## src/hw/nfc_pkg.sv

```systemverilog
// Purpose: shared constants of the flash controller register front end
// Assumes: one 100 MHz clock, full 32-bit bus addresses
// Notes: timing figures are least times and round up to whole cycles
package nfc_pkg;

  // ****************************************
  // register map
  // ****************************************
  localparam logic [31:0] NFC_CTRL_ADDR = 32'h40C0_0004;
  localparam logic [31:0] NFC_CMD_ADDR = 32'h40C0_0008;
  localparam logic [31:0] NFC_ADDR_ADDR = 32'h40C0_000C;
  localparam logic [31:0] NFC_DATA_ADDR = 32'h40C0_0010;
  localparam logic [31:0] NFC_EVT_ADDR = 32'h40C0_0030;
  localparam logic [31:0] NFC_PAR_ADDR = 32'h40C0_0034;
  localparam logic [31:0] NFC_CTRL_RESET = 32'h0000_0384;

  localparam logic [2:0] NFC_SEL_NONE = 3'h0;
  localparam logic [2:0] NFC_SEL_CTRL = 3'h1;
  localparam logic [2:0] NFC_SEL_CMD = 3'h2;
  localparam logic [2:0] NFC_SEL_ADDR = 3'h3;
  localparam logic [2:0] NFC_SEL_DATA = 3'h4;
  localparam logic [2:0] NFC_SEL_EVT = 3'h5;
  localparam logic [2:0] NFC_SEL_PAR = 3'h6;

  // ****************************************
  // control register fields
  // ****************************************
  localparam int NFC_LOCK_BIT = 2;
  localparam int NFC_TIGHT_BIT = 3;
  localparam int NFC_PAGE_LSB = 4;
  localparam int NFC_CE_BIT = 7;
  localparam int NFC_INIT_BIT = 8;
  localparam int NFC_MFRZ_BIT = 9;
  localparam int NFC_SFRZ_BIT = 10;
  localparam int NFC_EDGE_BIT = 11;
  localparam int NFC_IEN_LSB = 12;
  localparam int NFC_BUF_LSB = 18;

  typedef enum logic [1:0] {
    NFC_MODE_OFF = 2'h0,
    NFC_MODE_LOAD = 2'h1,
    NFC_MODE_STORE = 2'h2,
    NFC_MODE_SW = 2'h3
  } nfc_mode_type;

  // flash cycle kinds and event bits
  localparam logic [1:0] NFC_K_CMD = 2'h0;
  localparam logic [1:0] NFC_K_ADDR = 2'h1;
  localparam logic [1:0] NFC_K_WR = 2'h2;
  localparam logic [1:0] NFC_K_RD = 2'h3;
  localparam int NFC_EV_RB = 0;
  localparam int NFC_EV_STORE = 1;
  localparam int NFC_EV_LOAD = 2;
  localparam int NFC_EV_BAD = 3;

  // ****************************************
  // timing
  // ****************************************
  localparam int NFC_CLK_NS = 10;
  localparam int NFC_STROBE_LO_NS = 30;
  localparam int NFC_STROBE_HI_NS = 20;
  localparam int NFC_SETTLE_NS = 100;
  localparam logic [3:0] NFC_LO_CYC =
    4'((NFC_STROBE_LO_NS + NFC_CLK_NS - 1) / NFC_CLK_NS);
  localparam logic [3:0] NFC_HI_CYC =
    4'((NFC_STROBE_HI_NS + NFC_CLK_NS - 1) / NFC_CLK_NS);
  localparam logic [3:0] NFC_SETTLE_CYC =
    4'((NFC_SETTLE_NS + NFC_CLK_NS - 1) / NFC_CLK_NS);

endpackage : nfc_pkg

```

## src/hw/nfc_ctrl_regs.sv

```systemverilog
// Purpose: register front end and cycle engine of a flash controller
// Assumes: ahb-lite single word transfers, buffer read is combinational
// Notes: parity is a plain word xor, not a correcting code
`timescale 1ns/100ps
`default_nettype none
module nfc_ctrl_regs
  import nfc_pkg::*;
#(
  parameter int PAGE_WORDS = 256,
  parameter int ADDR_CYCLES = 4
)(
  // clock and reset
  input wire logic core_clk_i,
  input wire logic reset_i,
  // ahb-lite slave
  input wire logic hsel_i,
  input wire logic [31:0] haddr_i,
  input wire logic [1:0] htrans_i,
  input wire logic hwrite_i,
  input wire logic [2:0] hsize_i,
  input wire logic [31:0] hwdata_i,
  input wire logic hready_i,
  output logic [31:0] hrdata_o,
  output logic hreadyout_o,
  output logic hresp_o,
  // flash pins
  output logic [15:0] flash_io_o,
  output logic flash_io_oe_o,
  input wire logic [15:0] flash_io_i,
  output logic flash_cle_o,
  output logic flash_ale_o,
  output logic flash_we_n_o,
  output logic flash_re_n_o,
  output logic flash_chip_enable_n_o,
  input wire logic ready_busy_input_i,
  // configuration from outside
  input wire logic hw_chip_enable_ctrl_i,
  // on-chip buffer
  output logic [11:0] buf_addr_o,
  output logic buf_we_o,
  output logic [15:0] buf_wdata_o,
  input wire logic [15:0] buf_rdata_i,
  // interrupt
  output logic irq_o
);

  // ****************************************
  // state
  // ****************************************
  localparam int WW = $clog2(PAGE_WORDS);

  typedef enum logic [1:0] {
    ST_IDLE = 2'h0,
    ST_LO = 2'h1,
    ST_HI = 2'h3,
    ST_WAIT = 2'h2
  } nfc_fsm_type;

  typedef enum logic [2:0] {
    PH_SW = 3'h0,
    PH_CMD0 = 3'h1,
    PH_ADDR = 3'h3,
    PH_CMD1 = 3'h2,
    PH_XFER = 3'h6,
    PH_FIN = 3'h7
  } nfc_ph_type;

  typedef struct packed {
    nfc_mode_type mode;
    logic [11:0] bufloc;
    logic [3:0] irq_en;
    logic edge_sel;
    logic spare_frz;
    logic main_frz;
    logic ce_ctrl;
    logic [2:0] page_cnt;
    logic tight;
    logic lock;
    logic [15:0] cmd;
    logic [31:0] addr;
    logic [15:0] data;
    logic [15:0] mpar;
    logic [15:0] spar;
    logic [3:0] pend;
    nfc_fsm_type fsm;
    nfc_ph_type ph;
    logic [1:0] kind;
    logic [3:0] tmr;
    logic [2:0] acnt;
    logic [2:0] pcnt;
    logic [WW-1:0] wcnt;
    logic [11:0] lin;
    logic dph;
    logic dwr;
    logic dbad;
    logic dgo;
    logic [2:0] dsel;
    logic hready;
    logic [31:0] hrdata;
    logic [15:0] io_o;
    logic io_oe;
    logic cle;
    logic ale;
    logic we_n;
    logic re_n;
    logic ce_n;
    logic [11:0] baddr;
    logic bwe;
    logic [15:0] bwdata;
    logic irq;
    logic rb1;
    logic rb2;
    logic rb3;
    logic [15:0] io1;
    logic [15:0] io2;
  } nfc_state_type;

  nfc_state_type s;
  nfc_state_type n;
  logic [2:0] sel;
  logic go;
  logic [1:0] gk;
  logic [15:0] gio;
  logic [3:0] ev;
  logic [3:0] clr;
  logic wr_ctrl;
  logic wr_init;
  logic rb_edge;
  logic upd;
  logic [15:0] word;
  logic load;
  logic [1:0] aidx;
  logic [31:0] rd;

  // ****************************************
  // next state
  // ****************************************
  always_comb
  begin
    n = s;
    go = 1'b0;
    gk = NFC_K_CMD;
    gio = 16'h0000;
    ev = 4'h0;
    clr = 4'h0;
    wr_ctrl = 1'b0;
    upd = 1'b0;
    word = 16'h0000;
    load = (s.mode == NFC_MODE_LOAD);
    aidx = (s.acnt > 3'h3) ? 2'h3 : s.acnt[1:0];
    n.rb1 = ready_busy_input_i;
    n.rb2 = s.rb1;
    n.rb3 = s.rb2;
    n.io1 = flash_io_i;
    n.io2 = s.io1;
    n.bwe = 1'b0;
    rb_edge = s.edge_sel ? (s.rb3 & ~s.rb2) : (~s.rb3 & s.rb2);
    ev[NFC_EV_RB] = rb_edge;
    case (haddr_i)
      NFC_CTRL_ADDR: sel = NFC_SEL_CTRL;
      NFC_CMD_ADDR: sel = NFC_SEL_CMD;
      NFC_ADDR_ADDR: sel = NFC_SEL_ADDR;
      NFC_DATA_ADDR: sel = NFC_SEL_DATA;
      NFC_EVT_ADDR: sel = NFC_SEL_EVT;
      NFC_PAR_ADDR: sel = NFC_SEL_PAR;
      default: sel = NFC_SEL_NONE;
    endcase
    case (sel)
      NFC_SEL_CTRL: rd = {4'h0, s.bufloc, s.irq_en, s.edge_sel, s.spare_frz,
        s.main_frz, 1'b0, s.ce_ctrl, s.page_cnt, s.tight, s.lock, s.mode};
      NFC_SEL_CMD: rd = {16'h0000, s.cmd};
      NFC_SEL_ADDR: rd = s.addr;
      NFC_SEL_DATA: rd = {16'h0000, s.data};
      NFC_SEL_EVT: rd = {28'h0000000, s.pend};
      NFC_SEL_PAR: rd = {s.spar, s.mpar};
      default: rd = 32'h0000_0000;
    endcase
    // ****************************************
    // strobe timing and sequence steps
    // ****************************************
    case (s.fsm)
      ST_LO:
      begin
        if (s.tmr == 4'h0)
        begin
          n.fsm = ST_HI;
          n.tmr = NFC_HI_CYC - 4'h1;
          n.we_n = 1'b1;
          n.re_n = 1'b1;
          if (s.kind == NFC_K_RD)
          begin
            n.data = s.io2;
            upd = 1'b1;
            word = s.io2;
            if (s.ph == PH_XFER)
            begin
              n.bwe = 1'b1;
              n.bwdata = s.io2;
            end
          end
        end
        else
          n.tmr = s.tmr - 4'h1;
      end
      ST_HI:
      begin
        if (s.tmr == 4'h0)
        begin
          n.fsm = ST_IDLE;
          n.cle = 1'b0;
          n.ale = 1'b0;
          n.io_oe = 1'b0;
          case (s.ph)
            PH_CMD0:
            begin
              n.ph = PH_ADDR;
              n.acnt = 3'h0;
            end
            PH_ADDR:
            begin
              n.acnt = s.acnt + 3'h1;
              if (s.acnt == 3'(ADDR_CYCLES - 1))
                n.ph = load ? PH_CMD1 : PH_XFER;
            end
            PH_CMD1:
            begin
              n.fsm = ST_WAIT;
              n.tmr = NFC_SETTLE_CYC;
              n.ph = load ? PH_XFER : PH_FIN;
            end
            PH_XFER:
            begin
              n.lin = s.lin + 12'h001;
              n.wcnt = s.wcnt + WW'(1);
              if (s.wcnt == WW'(PAGE_WORDS - 1))
              begin
                n.wcnt = '0;
                if (!load)
                  n.ph = PH_CMD1;
                else if (s.pcnt == s.page_cnt)
                  n.ph = PH_FIN;
                else
                  n.pcnt = s.pcnt + 3'h1;
              end
            end
            default:
            begin
              n.hready = 1'b1;
              n.dgo = 1'b0;
              n.hrdata = {16'h0000, s.data};
            end
          endcase
        end
        else
          n.tmr = s.tmr - 4'h1;
      end
      ST_WAIT:
      begin
        // busy line must settle before ready counts
        if (s.tmr != 4'h0)
          n.tmr = s.tmr - 4'h1;
        else if (s.rb2)
          n.fsm = ST_IDLE;
      end
      default:
      begin
        case (s.ph)
          PH_CMD0:
          begin
            go = 1'b1;
            gio = {8'h00, s.cmd[7:0]};
          end
          PH_ADDR:
          begin
            go = 1'b1;
            gk = NFC_K_ADDR;
            gio = {8'h00, s.addr[{aidx, 3'h0} +: 8]};
          end
          PH_CMD1:
          begin
            go = 1'b1;
            gio = {8'h00, s.cmd[15:8]};
          end
          PH_XFER:
          begin
            go = 1'b1;
            gk = load ? NFC_K_RD : NFC_K_WR;
            gio = buf_rdata_i;
            upd = !load;
            word = buf_rdata_i;
          end
          PH_FIN:
          begin
            n.ph = PH_SW;
            n.ce_ctrl = 1'b1;
            ev[NFC_EV_LOAD] = load;
            ev[NFC_EV_STORE] = !load;
          end
          default:
          begin
            if (s.dph && !s.hready && !s.dgo)
            begin
              go = 1'b1;
              n.dgo = 1'b1;
              case (s.dsel)
                NFC_SEL_CMD: gio = {8'h00, hwdata_i[7:0]};
                NFC_SEL_ADDR:
                begin
                  gk = NFC_K_ADDR;
                  gio = {8'h00, hwdata_i[7:0]};
                end
                default:
                begin
                  gk = s.dwr ? NFC_K_WR : NFC_K_RD;
                  gio = hwdata_i[15:0];
                  upd = s.dwr;
                  word = hwdata_i[15:0];
                end
              endcase
            end
          end
        endcase
      end
    endcase
    if (go)
    begin
      n.fsm = ST_LO;
      n.kind = gk;
      n.tmr = NFC_LO_CYC - 4'h1;
      n.io_o = gio;
      n.io_oe = (gk != NFC_K_RD);
      n.cle = (gk == NFC_K_CMD);
      n.ale = (gk == NFC_K_ADDR);
      n.we_n = (gk == NFC_K_RD);
      n.re_n = (gk != NFC_K_RD);
    end
    // ****************************************
    // bus slave
    // ****************************************
    if (s.dph && s.hready)
    begin
      n.dph = 1'b0;
      if (s.dwr)
      begin
        case (s.dsel)
          NFC_SEL_CTRL: wr_ctrl = 1'b1;
          NFC_SEL_CMD: n.cmd = hwdata_i[15:0];
          NFC_SEL_ADDR: n.addr = hwdata_i;
          NFC_SEL_DATA:
          begin
            if (s.dbad)
              ev[NFC_EV_BAD] = 1'b1;
            else
              n.data = hwdata_i[15:0];
          end
          NFC_SEL_EVT: clr = hwdata_i[3:0];
          default: ;
        endcase
      end
    end
    if (hsel_i && htrans_i[1] && hready_i)
    begin
      n.dph = 1'b1;
      n.dwr = hwrite_i;
      n.dsel = sel;
      n.hrdata = rd;
      // locked program writes are refused without a flash cycle
      n.dbad = hwrite_i && (sel == NFC_SEL_DATA) && (s.mode == NFC_MODE_SW) && s.lock;
      if ((s.mode == NFC_MODE_SW) && !n.dbad && (((hwrite_i && (sel == NFC_SEL_CMD ||
          sel == NFC_SEL_ADDR))) || sel == NFC_SEL_DATA))
        n.hready = 1'b0;
    end
    // ****************************************
    // control register write
    // ****************************************
    wr_init = wr_ctrl && hwdata_i[NFC_INIT_BIT];
    if (wr_ctrl)
    begin
      n.mode = nfc_mode_type'(hwdata_i[1:0]);
      n.lock = hwdata_i[NFC_LOCK_BIT];
      n.tight = s.tight | hwdata_i[NFC_TIGHT_BIT];
      n.page_cnt = hwdata_i[NFC_PAGE_LSB +: 3];
      n.ce_ctrl = hwdata_i[NFC_CE_BIT];
      n.main_frz = hwdata_i[NFC_MFRZ_BIT];
      n.spare_frz = hwdata_i[NFC_SFRZ_BIT];
      n.edge_sel = hwdata_i[NFC_EDGE_BIT];
      n.irq_en = hwdata_i[NFC_IEN_LSB +: 4];
      n.bufloc = {hwdata_i[NFC_BUF_LSB +: 10], 2'h0};
      if ((hwdata_i[1:0] == NFC_MODE_LOAD || hwdata_i[1:0] == NFC_MODE_STORE)
          && s.ph == PH_SW && s.fsm == ST_IDLE)
      begin
        n.ph = PH_CMD0;
        n.lin = 12'h000;
        n.pcnt = 3'h0;
        n.wcnt = '0;
      end
    end
    if (upd)
    begin
      if (s.ph != PH_SW || !s.main_frz)
        n.mpar = s.mpar ^ word;
      else if (!s.spare_frz)
        n.spar = s.spar ^ word;
    end
    if (wr_init)
    begin
      n.mpar = 16'h0000;
      n.spar = 16'h0000;
    end
    case (n.mode)
      NFC_MODE_SW: n.ce_n = n.ce_ctrl & ~(hw_chip_enable_ctrl_i & (n.fsm != ST_IDLE));
      NFC_MODE_LOAD, NFC_MODE_STORE: n.ce_n = (n.ph == PH_SW);
      default: n.ce_n = n.ce_ctrl;
    endcase
    if (s.ph == PH_FIN)
      n.ce_n = 1'b1;
    n.pend = (s.pend & ~clr) | ev;
    n.irq = |(n.pend & n.irq_en);
    n.baddr = 12'(n.bufloc + n.lin);
  end

  always_ff @(posedge core_clk_i or posedge reset_i)
  begin
    if (reset_i)
    begin
      s <= '0;
      s.lock <= NFC_CTRL_RESET[NFC_LOCK_BIT];
      s.ce_ctrl <= NFC_CTRL_RESET[NFC_CE_BIT];
      s.main_frz <= NFC_CTRL_RESET[NFC_MFRZ_BIT];
      s.spare_frz <= 1'b1;
      // ready line idles high, so no false edge after reset
      s.rb1 <= 1'b1;
      s.rb2 <= 1'b1;
      s.rb3 <= 1'b1;
      s.hready <= 1'b1;
      s.we_n <= 1'b1;
      s.re_n <= 1'b1;
      s.ce_n <= 1'b1;
    end
    else
      s <= n;
  end

  assign hrdata_o = s.hrdata;
  assign hreadyout_o = s.hready;
  assign hresp_o = 1'b0;
  assign flash_io_o = s.io_o;
  assign flash_io_oe_o = s.io_oe;
  assign flash_cle_o = s.cle;
  assign flash_ale_o = s.ale;
  assign flash_we_n_o = s.we_n;
  assign flash_re_n_o = s.re_n;
  assign flash_chip_enable_n_o = s.ce_n;
  assign buf_addr_o = s.baddr;
  assign buf_we_o = s.bwe;
  assign buf_wdata_o = s.bwdata;
  assign irq_o = s.irq;
endmodule : nfc_ctrl_regs
`default_nettype wire

```

## config.mk

```make
export PLATFORM = sky130hd
export DESIGN_NAME = nfc_ctrl_regs
export DESIGN_NICKNAME = d
export VERILOG_FILES = /design/src/hw/nfc_pkg.sv /design/src/hw/nfc_ctrl_regs.sv
export SDC_FILE = /design/constraint.sdc
export NUM_CORES = 1
export LEC_CHECK = 0
export ABC_AREA = 1
export BUFFER_PORTS_ARGS = -buffer_cell sky130_fd_sc_hd__buf_2
export CORE_ASPECT_RATIO = 0.7
export CORE_MARGIN = 5
export CORE_UTILIZATION = 44
export DETAILED_ROUTE_END_ITERATION = 8
export PLACE_DENSITY = 0.75
export SLEW_MARGIN = 30
export SYNTH_ARGS = -nofsm -noshare
export SYNTH_HDL_FRONTEND = slang
export SYNTH_SLANG_ARGS = --single-unit
export TNS_END_PERCENT = 20
```

## constraint.sdc

```tcl
create_clock -name core_clk_i -period 9.65 [get_ports core_clk_i]
set_clock_uncertainty 0.2 [all_clocks]
set_input_delay 0.4825 -clock core_clk_i [delete_from_list [all_inputs] [get_ports core_clk_i]]
set_output_delay 0.4825 -clock core_clk_i [all_outputs]
set_load 0.01 [all_outputs]
```

# Word-level counts from Yosys, hierarchy flattened
# Cells that the tools add are included.
# classes
add_sub_neg,6
magnitude_cmp,1
n_eq_ne,47
shifts,1
mux,112
bitwise,15
n_reduce_logical,63
# ops
op,n
16-bit two-way mux,17
32-bit by 31-bit == test with 1-bit output (second input constant),6
32-bit one-hot mux with 6 select lines,1
33-bit two-way mux,4
23-bit two-way mux,5
16-bit one-hot mux with 5 select lines,1
17-bit two-way mux,4
32-bit two-way mux,2
16-bit one-hot mux with 2 select lines,2
3-bit two-way mux,13
4-bit two-way mux,8
32-bit by 6-bit indexed part select with 8-bit output,1
16-bit XOR,2
27-bit two-way mux,1
1-bit two-way mux,26
2-bit two-way mux,12
2-bit nonzero test,11
3-bit by 2-bit == test with 1-bit output (second input constant),7
3-bit == test (second input constant),7
3-bit one-hot mux with 6 select lines,1
3-bit AND reduction,6
2-bit == test (second input constant),8
1-bit logical AND,14
12-bit by 1-bit adder with 12-bit output (second input constant),1
41 further kinds,85
# word_totals
regBits,291
in_bits,108
out_inout_bits,86

# Logic depth before layout (Yosys ltp)
# Gate-level depths: netlist (run 1).
# depth
word_depth,14
mapped_depth,20

# Worst setup path after synthesis (run 1)
# Ideal clock, no wire load.
# synth_timing
path_type,flip-flop to flip-flop
from,"reg s, in the netlist hreadyout_o"
to,"reg s, in the netlist buf_addr_o[9]"
arrival_time_ns,2.784
required_ns,9.370
setup_slack_ns,6.586
stages_incl_launch_ff,15
path_cell_list,dfstp_2 -> nand3_1 -> nor2_4 -> o21ai_0 -> nor2_2 -> clkbuf_1 -> nor3_1 -> ha_1 -> a21oi_1 -> and2_1 -> inv_1 -> a21oi_1 -> nor2_1 -> nor2_1 -> xnor2_1
# synth_lines
item,line,rtl
start: declaration,nfc_ctrl_regs.sv:118,nfc_state_type s;
start signal: assignment,nfc_ctrl_regs.sv:441,s <= n;

==> qor.csv, run 1 <==
stage,metric,value,unit
route,dr_total_vias,13700,
synth,syn_nets,2062,
placed_design,finalWeightedCongestion,0.988,
critical_path,critPathLaunchType,flop,
route,drc,0,
timing,hold_violations,0,
global_route,grt_pass1_wl,72200,µm
global_route,antenna_found_initial,0,
timing,setup_tns,0,ns
die,die_h,166,µm
finish,nNetsFinal,2191,
global_route,gr-usage-met2,34.3,%
clock_tree,cts_resized,0,
power,p_total,3.38,mW
timing,worst_pin_slew,0.977,ns
timing,worst_hold_slack,0.0145,ns
clock_tree,cts.sinks,291,
synth,async_flop_share,100,%
min_path,min_path_type,input port to flop,
timing,max_slew_margin,34.7,%
clock_tree,root_buffer,clkbuf_16,
finish,finalNonFillerCells,2550,
synth,yosysSeqAreaShare,48.0,%
route,drt_iter0_drc,1653,
critical_path,reg2regPathDepth,14,
finish,drive_above_1_share,14.7,%
route,ant_nets,0,
critical_path,crit_end,buf_addr_o[11],
power,power_density,194,nW/µm²
route,viasPerCell,5.35,
critical_path,cp_common_cell,o21ai_0,
critical_path,worstReg2RegStart,hreadyout_o,
finish,layout_common_cells,"nand2_1, dfrtp_1, inv_1",
global_route,grt_pass1_vias,12500,
power,clock_power_share,34.3,%
die,core,34400,µm²
clock_tree,clk_latency,0.57,ns
placed_design,placed_cells,2461,
critical_path,crit_chain,"nand3_1, nor2_4, o21ai_0, nor2_2, inv_2, o21ai_0, a31oi_1, ha_1, nand2_1, o21ai_0, nand2_1, o211ai_1, a31oi_1, xnor2_1",
synth,synth_area,15200,µm²
die,io_pins,194,
power,vdd_drop_max,0.133,mV
global_route,grt_use_met1,36.1,%
critical_path,required,9.90,ns
clock_tree,numCtsBuffers,29,
critical_path,crit_arrival,4.29,ns
finish,final_common_cell,nand2_1,
critical_path,cp_slowest_stage_delay,0.58,ns
synth,synth_cells,1928,
critical_path,crit_type,flop to flop,
critical_path,timing.rr.end,buf_addr_o[11],
route,drt_first_pass_iters,6,
timing,rsz0062_at_grt,no,
critical_path,cp-startpoint,hreadyout_o,
timing,max_freq,247,MHz
finish,num_antenna_cells,0,
finish,syn2layout_area_growth,14.3,%
clock_tree,cts.htree.levels,1,
synth,synth_edf_count,0,
timing,slew_violations,0,
critical_path,cpMaxStageDelayCell,dfstp_2,
global_route,grt_util_met3,6.80,%
run,drv_cap,0,
power,swShare,31.9,%
synth,synth_seq_cells,291,
timing,setup_viol,0,
synth,syn-mean-instance-area,7.88,µm²
global_route,grt_most_used_layer,met1,
global_route,grt_max_degree,183,
die,die_w,232,µm
placed_design,portBuffers,188,
route,wl_per_cell,18.5,µm
power,p_int,2.30,mW
power,p_leak,9.19,nW
critical_path,end_kind,flop,
finish,fillers,3274,
power,seqPwrFrac,44.5,%
die,start_util,44.2,%
synth,yosysUniqueCellTypes,58,
synth,ys_warn_count,0,
power,power_switching,1.08,mW
critical_path,rrSetupSlack,5.61,ns
route,drt_wl_total,47300,µm
die,num_rows,57,
run_status,status,completed,
timing,fin_crit_sh,41.9,%
clock_tree,clk_path_buf_depth,3,
synth,synth_ff_type,dfrtp_1,
global_route,grt_overflow_total,0,
placed_design,dp_hpwl,34800,µm
die,fp.dieArea,38400,µm²
global_route,grt_usage,23.9,%
clock_tree,cts.clk_slew.worst_paths,0.06,ns
critical_path,crit_fanout,28,
timing,period_minus_slack,4.04,ns
power,power_frac_comb,21.2,%
clock_tree,cts_tree,done,
## layout make-up
type / count / area [µm²] / area share [%]
clock buffers: 44 / 832 / 4.79
inverters: 221 / 838 / 4.83
repair buffers: 237 / 1440 / 8.29
flip-flops and latches: 291 / 7300 / 42.0
clock inverters: 8 / 119 / 0.684
well taps: 472 / 591 / 3.40
multi-input cells: 1277 / 6260 / 36.0
## cells in the mapped netlist, types with 5 or more instances
master / count / share of area, %
xor2_1: 24 / 1.4
nor4_1: 12 / 0.49
clkbuf_1: 43 / 1.1
ha_1: 25 / 2.1
o22ai_1: 9 / 0.37
xnor2_1: 7 / 0.40
buf_4: 80 / 4.0
o21ai_0: 171 / 5.6
buf_2: 11 / 0.36
dfrtp_1: 280 / 46
nor2_2: 9 / 0.37
inv_2: 12 / 0.30
dfstp_2: 11 / 1.9
nor2_1: 186 / 4.6
o21bai_2: 9 / 0.67
nand2_1: 522 / 13
o211ai_1: 23 / 1.1
inv_1: 205 / 5.1
nor3_1: 20 / 0.66
o21ai_1: 15 / 0.49
o221ai_1: 5 / 0.29
nand3_1: 76 / 2.5
a31oi_1: 12 / 0.49
a21oi_1: 83 / 2.7
nand4_1: 17 / 0.70
## layer usage
layer  up-vias  wire length, µm
met1      6464            20800
met5         -                0
met3        81             5770
li1       6375                -
met4         0             1090
met2       735            19600
## state kept, by name, summed over array words and instances, names as in the netlist, 12 cells and up
signal and count:
buf_addr_o 12, n 18, flash_io_o 16, hrdata_o 32, buf_wdata_o 16, s 188
## how the worst min path moves through the flow
stage                            start      to  slack (ns)  cells after the start
after floorplan                   n[0]    s[0]        0.13                      0
after global placement            n[7]    s[7]        0.13                      0
after detailed placement         n[11]   s[11]        0.13                      0
after CTS                  hwdata_i[8]  s[208]       0.005                      3
after global routing      hwdata_i[20]  s[236]        0.03                      3
final                     hwdata_i[16]  s[232]        0.01                      3
## power by group through the flow
| stage | logic (mW) | clock network, mW | registers, mW |
|---|---|---|---|
| 2_1_floorplan | 0.519 | 0 | 1.48 |
| 3_3_place_gp | 0.668 | 0 | 1.51 |
| 3_5_place_dp | 0.691 | 0 | 1.52 |
| 4_1_cts | 0.706 | 1.17 | 1.50 |
| 5_1_grt | 0.790 | 1.22 | 1.52 |
| 6_report | 0.716 | 1.16 | 1.50 |
## cells by family (layout without fill, tap and decap cells)
logic type / Yosys count / after routing / share of synthesized area (%)
buffers and inverters: 360 / 510 / 11.0
other: 1 / 1 / 0.0247
multiplexers: 3 / 3 / 0.206
flip-flops: 291 / 291 / 48.0
adder cells (fa/ha/maj): 26 / 26 / 2.19
AO/OA/AOI/OAI: 350 / 350 / 13.0
AND/OR/NAND/NOR: 866 / 866 / 23.8
XOR/XNOR: 31 / 31 / 1.79
## stage by stage
stage | instance area [µm²] | util [%] | worst slack (ns)
6_report | 17400 | 50.5 | 5.61
5_1_grt | 17400 | 50.5 | 5.22
4_1_cts | 17300 | 50.4 | 5.61
3_5_place_dp | 16000 | 46.6 | 5.66
3_3_place_gp | 16000 | 46.6 | 5.74
2_1_floorplan | 15200 | - | 0.952
## worst max-delay path, delay by kind of cell, from the launching register on
kind            cells  cell delay [ns]
fa+ha+maj           1             0.41
flops               1             0.58
buf+inv             1             0.21
xor+xnor            1             0.15
simple gates        5             1.47
compound gates      6             0.93
## timing repair
action | 4_1_cts | 5_1_grt
buffers inserted | 0 | 0
endpoints found under the hold margin | 137 | 0
hold buffers | 35 | 0
(Power assumes the default switching activity.)
==> inputs of run 2 (changes only) <==
--- a/config.mk
+++ b/config.mk
@@ -5,13 +5,13 @@
 export SDC_FILE = /design/constraint.sdc
 export NUM_CORES = 1
 export LEC_CHECK = 0
-export ABC_AREA = 1
+export ABC_AREA = 0
 export BUFFER_PORTS_ARGS = -buffer_cell sky130_fd_sc_hd__buf_2
 export CORE_ASPECT_RATIO = 0.7
 export CORE_MARGIN = 5
 export CORE_UTILIZATION = 44
 export DETAILED_ROUTE_END_ITERATION = 8
-export PLACE_DENSITY = 0.75
+export PLACE_DENSITY = 0.78
 export SLEW_MARGIN = 30
 export SYNTH_ARGS = -nofsm -noshare
 export SYNTH_HDL_FRONTEND = slang
==> constraint.sdc (replaced) <==
create_clock -name core_clk_i -period 3.65 [get_ports core_clk_i]
set_clock_uncertainty 0.2 [all_clocks]
set_input_delay 0.1825 -clock core_clk_i [delete_from_list [all_inputs] [get_ports core_clk_i]]
set_output_delay 0.1825 -clock core_clk_i [all_outputs]
set_load 0.01 [all_outputs]
==> qor.csv, run 2 <==
stage,metric,value,unit
die,die_h,162,µm
critical_path,crit_chain,"inv_1, ha_1, or4b_2, nor4_4, or2_4, inv_1, ha_1, a211oi_2, nor2_1, o22a_1, a41o_1, o22ai_1, xnor2_1",
power,p_leak,7.80,nW
clock_tree,clk_latency,0.57,ns
run,drv_cap,0,
route,viasPerCell,5.94,
global_route,gr-usage-met2,36.8,%
synth,synth.area.top_cells,"dfrtp_1, mux2_2, buf_4, o21ai_0, nand2_1",
finish,largest_reg_flops,188,
critical_path,crit_type,flop to flop,
timing,setup_viol,0,
global_route,grt_util_met3,8.67,%
critical_path,crit_family,simple AND/OR/NAND/NOR gates,
synth,synth_edf_count,0,
synth,synth_cells,1341,
die,io_pins,194,
clock_tree,numCtsBuffers,28,
timing,fin_crit_sh,96.9,%
finish,finalNonFillerCells,1975,
power,power_density,555,nW/µm²
die,fp.dieArea,36800,µm²
critical_path,crit_fanout,3,
synth,ys_warn_count,0,
placed_design,placed_cells,1851,
placed_design,finalWeightedCongestion,0.940,
finish,final_common_cell,dfrtp_1,
clock_tree,cts.htree.levels,1,
timing,layout_setup_ws,0.112,ns
critical_path,cp_slowest_stage_delay,0.63,ns
placed_design,dp_hpwl,32800,µm
power,vdd_drop_max,0.335,mV
min_path,hold_depth,2,
die,num_rows,55,
route,drt_first_pass_iters,9,
placed_design,place_ws,0.0797,ns
clock_tree,cts.clk_slew.worst_paths,0.07,ns
route,dr_total_vias,11700,
synth,yosysSeqAreaShare,50.2,%
timing,period_minus_slack,3.54,ns
die,start_util,44.7,%
global_route,grt_usage,24.1,%
clock_tree,root_buffer,clkbuf_16,
min_path,holdCritStartpoint,flash_io_i[13],
die,die_w,227,µm
clock_tree,cts.sinks,291,
critical_path,crit_arrival,3.82,ns
die,core,32500,µm²
power,p_total,9.56,mW
global_route,grt_pass1_wl,68900,µm
critical_path,timing.rr.end,buf_addr_o[11],
synth,synth_area,14500,µm²
synth,syn-mean-instance-area,10.8,µm²
critical_path,critPathLaunchType,flop,
finish,num_antenna_cells,0,
global_route,grt_most_used_layer,met2,
finish,layout_common_cells,"dfrtp_1, buf_2, o21ai_0",
global_route,grt_pass1_vias,11600,
clock_tree,cts_tree,done,
route,wl_per_cell,23.0,µm
synth,yosysUniqueCellTypes,85,
critical_path,required,3.94,ns
placed_design,portBuffers,188,
synth,synth_ff_type,dfrtp_1,
synth,synth_top_area_share,48.2,%
route,drt_wl_total,45500,µm
critical_path,rrSetupSlack,0.11,ns
synth,async_flop_share,100,%
run_status,status,completed,
finish,drive_above_1_share,28.7,%
global_route,grt_overflow_total,0,
global_route,antenna_found_initial,3,
timing,rsz0062_at_grt,yes,
synth,synth_seq_cells,291,
min_path,min_to,n[13],
timing,setup_tns,0,ns
route,ant_nets,0,
synth,synth_top_area_cell,dfrtp_1,
timing,max_freq,283,MHz
route,drc,0,
critical_path,worstReg2RegStart,s[162],
timing,worst_pin_slew,0.821,ns
timing,max_slew_margin,45.2,%
finish,nNetsFinal,1660,
synth,synthMostInstantiatedCell,dfrtp_1,
critical_path,cp.buffers_inverters,2,
synth,syn_nets,1475,
global_route,grt_max_degree,66,
critical_path,cpMaxStageDelayCell,or4b_2,
synth,synth_common_cells,"dfrtp_1, o21ai_0, nand2_1, mux2_2, a21oi_1",
timing,slew_violations,0,
clock_tree,clk_path_buf_depth,3,
timing,hold_violations,0,
finish,regMostFlops,s,
finish,syn2layout_area_growth,18.6,%
route,drt_iter0_drc,1338,
critical_path,reg2regPathDepth,13,
global_route,grt_use_met1,33.3,%
critical_path,end_kind,flop,
min_path,min_path_type,input port to flop,
## run 2: cell types whose count changed after synthesis, sizes merged, moves of 27 or more
cell / previous run / this run
a22oi: 0 / 27
o21ai: 187 / 128
mux2: 1 / 109
nand3: 79 / 22
or3: 0 / 38
nor2: 199 / 56
nand2: 526 / 114
a222oi: 0 / 28
inv: 217 / 25
## run 2: worst reg2reg max path: cells and delay by family, from the launching register on
| family | cells | cell delay [ns] |
|---|---|---|
| xor gates and xnor gates | 1 | 0.15 |
| adders and majority gates | 2 | 0.50 |
| DFF | 1 | 0.40 |
| AOI/OAI and AO/OA | 4 | 0.93 |
| and+or+nand+nor | 4 | 1.13 |
| buffers and inverters | 2 | 0.16 |
## run 2: stage by stage
step / hold WS (ns) / util, % / cell area (µm²)
6_report: 0.0468 / 53.1 / 17200
5_1_grt: 0.0355 / 53.1 / 17200
4_1_cts: 0.00765 / 53.0 / 17200
3_5_place_dp: 0.0918 / 47.8 / 15500
3_3_place_gp: 0.0904 / 47.8 / 15500
2_1_floorplan: -0.0130 / - / 14500
## run 2: layout make-up
class / instances / area [µm²]
multi-input cells: 871 / 6250
well taps: 427 / 534
clock inverters: 13 / 180
repair buffers: 308 / 2070
flip-flops and latches: 291 / 7300
inverters: 26 / 101
clock buffers: 39 / 802
fillers: 2846 / 15200
## run 2: where the power goes
part / internal (mW) / switching (mW)
logic: 0.991 / 1.56
registers: 3.61 / 0.278
clock network: 1.82 / 1.31
total: 6.42 / 3.14
## run 2: cell families (layout without fill, tap and decap cells)
logic type	after synthesis	in the layout	synth area share, %
buffers and inverters	179	386	7.10
other	1	1	0.0258
AOI/OAI and AO/OA	348	348	15.4
DFF	291	291	50.2
and+or+nand+nor	331	331	12.2
xor gates and xnor gates	29	29	1.75
muxes	136	136	11.0
adders and majority gates	26	26	2.29
## run 2: what timing repair did
action	in CTS	in global routing
buffers inserted	0	0
hold buffers	71	0
endpoints found under the hold margin	156	0
setup endpoints to repair	0	3
resized for setup	0	7
## run 2: layer usage
metal  wire [µm]  share of wire, %
met2       20400                45
met3        5410                12
met5          27             0.059
met1       18500                41
met4        1080               2.4
## run 2: how the worst max path moves through the flow
stage	start	endpoint	slack, ns	cells after the start
detailed placement	s[162]	buf_addr_o[11]	0.08	13
global route	s[162]	buf_addr_o[11]	-0.09	13
CTS	s[162]	buf_addr_o[11]	0.05	13
floorplan	reset_i	buf_addr_o[0]	-0.58	1
finish	s[162]	buf_addr_o[11]	0.11	13
global placement	s[162]	buf_addr_o[11]	0.13	13
